## config.mk

```make
export PLATFORM = sky130hd
export DESIGN_NAME = watchdog_timeout_reset
export DESIGN_NICKNAME = d
export VERILOG_FILES = /design/src/watchdog_pkg.sv /design/src/watchdog_timeout_reset.sv
export SDC_FILE = /design/constraint.sdc
export NUM_CORES = 1
export LEC_CHECK = 0
export ABC_AREA = 1
export BUFFER_PORTS_ARGS = -buffer_cell sky130_fd_sc_hd__buf_2
export CORE_ASPECT_RATIO = 0.9
export CORE_UTILIZATION = 50
export CTS_BUF_LIST = sky130_fd_sc_hd__clkbuf_4 sky130_fd_sc_hd__clkbuf_8
export DETAILED_ROUTE_END_ITERATION = 10
export PLACE_DENSITY = 0.67
export SLEW_MARGIN = 40
export SYNTH_ARGS = -nofsm -noshare
export SYNTH_HDL_FRONTEND = slang
export SYNTH_SLANG_ARGS = --single-unit
```

## constraint.sdc

```tcl
create_clock -name clk_i -period 2.96 [get_ports clk_i]
set_clock_uncertainty 0.05 [all_clocks]
set_input_delay 0.296 -clock clk_i [delete_from_list [all_inputs] [get_ports clk_i]]
set_output_delay 0.296 -clock clk_i [all_outputs]
set_load 0.02 [all_outputs]
```

## src/watchdog_pkg.sv

```systemverilog
// Purpose: constants for the watchdog timeout and reset block
// Assumes: one system clock at 100 MHz, synchronous active-high reset
// Notes: timeout lengths are powers of two of system clock cycles

// ****************************************
// constants
// ****************************************
package watchdog_pkg;
  localparam int unsigned CNT_W = 24;
  localparam logic [1:0] SEL_2P15 = 2'h0;
  localparam logic [1:0] SEL_2P18 = 2'h1;
  localparam logic [1:0] SEL_2P21 = 2'h2;
  localparam logic [1:0] SEL_2P24 = 2'h3;
  localparam int unsigned EXP_2P15 = 15;
  localparam int unsigned EXP_2P18 = 18;
  localparam int unsigned EXP_2P21 = 21;
  localparam int unsigned EXP_2P24 = 24;
  localparam logic [CNT_W-1:0] CNT_RESET = 24'h000000;
  localparam int unsigned RESET_DELAY_CYCLES = 512;
  localparam logic [9:0] RESET_DELAY_LAST = 10'(RESET_DELAY_CYCLES - 1);
  localparam logic [1:0] SEL_RESET = 2'h0;

  typedef enum logic [1:0] {
    WD_COUNT,
    WD_GRACE,
    WD_RESET
  } wd_state_type;
endpackage

```

## src/watchdog_timeout_reset.sv

```systemverilog
// Purpose: watchdog that warns by interrupt and then resets the device
// Assumes: software restart is a one-cycle pulse synchronous to clk_i
// Notes: reset request is a one-cycle pulse; the system reset clears this block
`timescale 1ns/100ps

module watchdog_timeout_reset
  import watchdog_pkg::*;
(
  input wire logic clk_i,
  input wire logic rst_i,
  input wire logic [1:0] timeout_select_i,
  input wire logic irq_enable_i,
  input wire logic restart_i,
  output logic irq_o,
  output logic sys_reset_o,
  output logic timeout_flag_o
);

  // ****************************************
  // helpers
  // ****************************************
  // last count value for the selected interval, one below the power of two
  function automatic logic [CNT_W-1:0] last_count(input logic [1:0] sel);
    logic [CNT_W:0] one;
    one = {{CNT_W{1'b0}}, 1'b1};
    case (sel)
      SEL_2P15: begin
        last_count = CNT_W'((one << EXP_2P15) - 1'b1);
      end
      SEL_2P18: begin
        last_count = CNT_W'((one << EXP_2P18) - 1'b1);
      end
      SEL_2P21: begin
        last_count = CNT_W'((one << EXP_2P21) - 1'b1);
      end
      SEL_2P24: begin
        last_count = CNT_W'((one << EXP_2P24) - 1'b1);
      end
      default: begin
        last_count = CNT_W'((one << EXP_2P24) - 1'b1);
      end
    endcase
  endfunction

  // the counter has reached the end of the selected interval
  function automatic logic interval_done(input logic [CNT_W-1:0] cnt, input logic [1:0] sel);
    interval_done = (cnt == last_count(sel));
  endfunction

  // one counter step; an interval shortened below the count runs round through zero
  function automatic logic [CNT_W-1:0] step_count(input logic [CNT_W-1:0] cnt);
    step_count = cnt + 1'b1;
  endfunction

  // one step of the grace counter
  function automatic logic [9:0] step_grace(input logic [9:0] grace);
    step_grace = grace + 1'b1;
  endfunction

  // ****************************************
  // state
  // ****************************************
  wd_state_type state_ff;
  wd_state_type nxt_state;
  logic [CNT_W-1:0] cnt_ff;
  logic [CNT_W-1:0] nxt_cnt;
  logic [9:0] grace_ff;
  logic [9:0] nxt_grace;
  logic irq_ff;
  logic nxt_irq;
  logic rst_req_ff;
  logic nxt_rst_req;
  logic flag_ff;
  logic nxt_flag;
  logic kick;
  logic expire;
  logic grace_end;

  // ****************************************
  // decode
  // ****************************************
  // a restart after the reset request is refused until the system reset arrives
  always_comb begin
    kick = restart_i && (state_ff != WD_RESET);
    expire = (state_ff == WD_COUNT) && interval_done(cnt_ff, timeout_select_i);
    grace_end = (state_ff == WD_GRACE) && (grace_ff == RESET_DELAY_LAST);
  end

  // ****************************************
  // sequence
  // ****************************************
  always_comb begin
    nxt_state = state_ff;
    case (state_ff)
      WD_COUNT: begin
        if (expire) begin
          nxt_state = WD_GRACE;
        end
      end
      WD_GRACE: begin
        if (grace_end) begin
          nxt_state = WD_RESET;
        end
      end
      WD_RESET: begin
        // holds until the system reset clears the block
        nxt_state = WD_RESET;
      end
      default: begin
        nxt_state = WD_COUNT;
      end
    endcase
    // restart wins over a same-cycle expiry or grace end
    if (kick) begin
      nxt_state = WD_COUNT;
    end
  end

  always_ff @(posedge clk_i) begin
    if (rst_i) begin
      state_ff <= WD_COUNT;
    end else begin
      state_ff <= nxt_state;
    end
  end

  // ****************************************
  // interval counter
  // ****************************************
  // frozen in the hold state so the last count stays visible until reset
  always_comb begin
    nxt_cnt = step_count(cnt_ff);
    if (state_ff == WD_RESET) begin
      nxt_cnt = cnt_ff;
    end
    if (expire) begin
      nxt_cnt = CNT_RESET;
    end
    if (kick) begin
      nxt_cnt = CNT_RESET;
    end
  end

  always_ff @(posedge clk_i) begin
    if (rst_i) begin
      cnt_ff <= CNT_RESET;
    end else begin
      cnt_ff <= nxt_cnt;
    end
  end

  // ****************************************
  // grace counter
  // ****************************************
  // counts the cycles between the warning and the reset request
  always_comb begin
    nxt_grace = grace_ff;
    if (state_ff == WD_GRACE) begin
      nxt_grace = step_grace(grace_ff);
    end
    if (expire) begin
      nxt_grace = 10'h000;
    end
    if (kick) begin
      nxt_grace = 10'h000;
    end
  end

  always_ff @(posedge clk_i) begin
    if (rst_i) begin
      grace_ff <= 10'h000;
    end else begin
      grace_ff <= nxt_grace;
    end
  end

  // ****************************************
  // outputs
  // ****************************************
  // irq_enable_i only matters in the expiry cycle; enabling it later raises nothing
  always_comb begin
    nxt_irq = expire && irq_enable_i;
    nxt_rst_req = grace_end;
    nxt_flag = flag_ff;
    if (expire) begin
      nxt_flag = 1'b1;
    end
    if (kick) begin
      nxt_irq = 1'b0;
      nxt_rst_req = 1'b0;
      nxt_flag = 1'b0;
    end
  end

  always_ff @(posedge clk_i) begin
    if (rst_i) begin
      irq_ff <= 1'b0;
      rst_req_ff <= 1'b0;
      flag_ff <= 1'b0;
    end else begin
      irq_ff <= nxt_irq;
      rst_req_ff <= nxt_rst_req;
      flag_ff <= nxt_flag;
    end
  end

  // ****************************************
  // ports
  // ****************************************
  assign irq_o = irq_ff;
  assign sys_reset_o = rst_req_ff;
  assign timeout_flag_o = flag_ff;

endmodule

```

==> impl_results.md <==
* Outcome: complete, no violations
* CP Launch Point: state_ff[0]
* Reg clk slew, reported paths at 70 ps
* RSZ-0062 raised after global routing: no
* Peak VDD IR at 337 µV
* RR Startpoint: state_ff[0]
* Commonest cells after routing, fill and taps aside: 67 x nand2_1, 54 x nor2_1, 39 x dfxtp_1, 35 x inv_1, 16 x nor3_1
* CTS H-tree lvls at 2
* Remaining global-route overflow at 0
* Initial core utilization at 53.8%
* IO Pins at 9
* Post-CTS Resized at 0
* DRT iter0 DRCs at 76
* Worst Path Buf+Inv at 2
* HP Class: input port to flop
* Via count at 1713
* DRT Pass-1 Iters at 4
* Pwr dens at 413 nW/µm²
* GP Congestion at 0.765
* Worst Hold Endpoint: irq_o
* Number of hold violations in the final report at 0
* First-pass GRT wire length at 6640 µm
* Mapped cell area at 2070 µm²
* Largest net degree at the start of global routing at 33
* Hold_buf cts at 0
* Max Clk Rate at 508 MHz
* CTS Buf Count at 5
* Via density at 4.85
* Detail Route Antenna Nets at 0
* Stages on worst setup path at 6
* FF-to-FF End: cnt_ff[0]
* Arrival time worst endpoint at 2130 ps
* Initial antenna violation count at 0
* Area grow syn2layout at 7.33%
* Critical Path Source Type: flop
* Post-DP HPWL at 2760 µm
* DRT Wirelength at 3760 µm
* Core Region at 3840 µm²
* Period Utilization, post-route at 66.6%
* Yosys reg bits at 39
* Met1 wire length at 1890 µm
* R2R Setup Slk at 990 ps
* Hold path cells at 2
* CP top delay family: simple AND/OR/NAND/NOR gates
* Site Rows at 21
* Leading area contributor after synthesis: dfxtp_1
* Post-route core utilization at 57.8%
* Leakage at 0.808 nW
* Endpoints failing setup at 0
* CTS tree: done
* Synth top area cells: dfxtp_1 38%, nand2_1 12%, nor2_1 9.8%
* Hold_sp: irq_enable_i
* Sequential share of the synthesized area at 37.8%
* Clock root buffer: clkbuf_8
* MaxCap Viol Count at 0
* Metal2 WL at 1680 µm
* Syn nets at 307
* Data required time of the worst path at 3120 ps
* Die Span Y at 63.0 µm
* Die ar. at 4390 µm²
* Chip width at 69.8 µm
* Layout Nets at 318
* Final worst slack at 990 ps
* CP Cell Sequence: inv_1, ha_1, inv_2, a21oi_1, nand2_2, nor3_1
* Hold WS at 179 ps
* N_diodes at 0
* Crit Path Class: flop to flop
* FF-to-FF path depth at 6
* Post-DR wirelength/cell at 10.6 µm
* Post-CTS Setup Inserts at 0
* Crit. End Element: flop
* Worst path max stage delay at 490 ps
* Mapped Cells at 296
* Minimum clock period at 1970 ps
* Share of the synthesized area in the top cell type at 37.8%
* Share of cells above drive strength 1 at 11.7%
* Pwr Total at 0.917 mW
* Synth cell types at 25
* CP max FO at 32
* Tot GR Track Use at 19.1%
* Yosys warning count at 0
* Number of global-route vias before repair at 1618
* Most common cell after layout, fill and taps aside: nand2_1
* Skew-Pair Late Insertion Delay at 290 ps
* Setup TNS at 0 ps
* Post-Syn Area per Cell at 6.98 µm²
* Worst-Margin Slew at 646 ps
* Placement Setup Slack at 981 ps
* Clk sinks at 39
* Port bufs at 8
* Slowest CP cell: nand2_2
* Deepest clock path buffer count at 2
* Slew Viols, Final at 0
* Wire length on met3 at 88 µm
* DRC Markers at 0
* Normalized max-slew margin at 56.8%
* Max Used Layer: met4
## synthesized netlist by cell type
master / number
nand2_2: 4
ha_1: 5
nand2_1: 67
inv_1: 35
nor3_2: 3
inv_2: 2
or2_2: 4
buf_4: 3
nand3_1: 14
nor2_2: 1
nor2_4: 3
nand3b_1: 2
o21a_1: 1
nor2_1: 54
and3_1: 1
nor3b_1: 2
nand4_1: 5
a21oi_1: 13
dfxtp_1: 39
xnor2_1: 7
xor2_1: 9
nand3_2: 4
o21ai_0: 1
nor3_1: 16
buf_6: 1
## area by class of cell
class | count | area [µm²]
multi-input combinational | 216 | 1110
sequential | 39 | 781
fill | 398 | 1620
clock buffer | 6 | 82.6
timing repair buffer | 8 | 40.0
clock inverter | 1 | 5.00
inverter | 37 | 139
tap | 46 | 57.6
## kinds of logic (layout without fill, tap and decap cells)
logic type | Yosys count | in the layout | share of synthesized area, %
flops | 39 | 39 | 37.8
simple gates | 180 | 180 | 40.3
xor+xnor | 16 | 16 | 6.78
buf+inv | 41 | 52 | 8.36
fa+ha+maj | 5 | 5 | 3.03
compound gates | 15 | 15 | 3.76
## sequential cells by signal, summed over array words and instances (netlist names)
name / count
timeout_flag_o: 1
grace_ff: 10
irq_o: 1
state_ff: 2
cnt_ff: 24
sys_reset_o: 1
## report_power, final
part	total, mW	internal [mW]	switching (mW)	leakage [nW]
Sequential	0.527	0.526	0.00107	0.314
Clock	0.364	0.183	0.181	0.0470
Combinational	0.0264	0.00800	0.0184	0.446
## how the worst max path moves through the flow
stage                              to  slack (ps)
after CTS                  cnt_ff[14]         960
after detailed placement   cnt_ff[19]         980
after floorplan            cnt_ff[21]        1340
after global placement    grace_ff[0]        1040
after global routing       cnt_ff[14]         710
final                       cnt_ff[0]         990
## stage by stage
step | cell area, µm² | instances
2_1_floorplan | 2070 | 296
3_3_place_gp | 2130 | 346
3_5_place_dp | 2130 | 346
4_1_cts | 2220 | 353
5_1_grt | 2220 | 353
6_report | 2220 | 353
## metal layers
metal,up-vias,GRT usage (%)
li1,940,-
met1,749,21.7
met2,13,33.4
met3,11,4.84
met4,0,9.00
met5,-,0
Note: power is estimated with default switching activity, not from simulation.
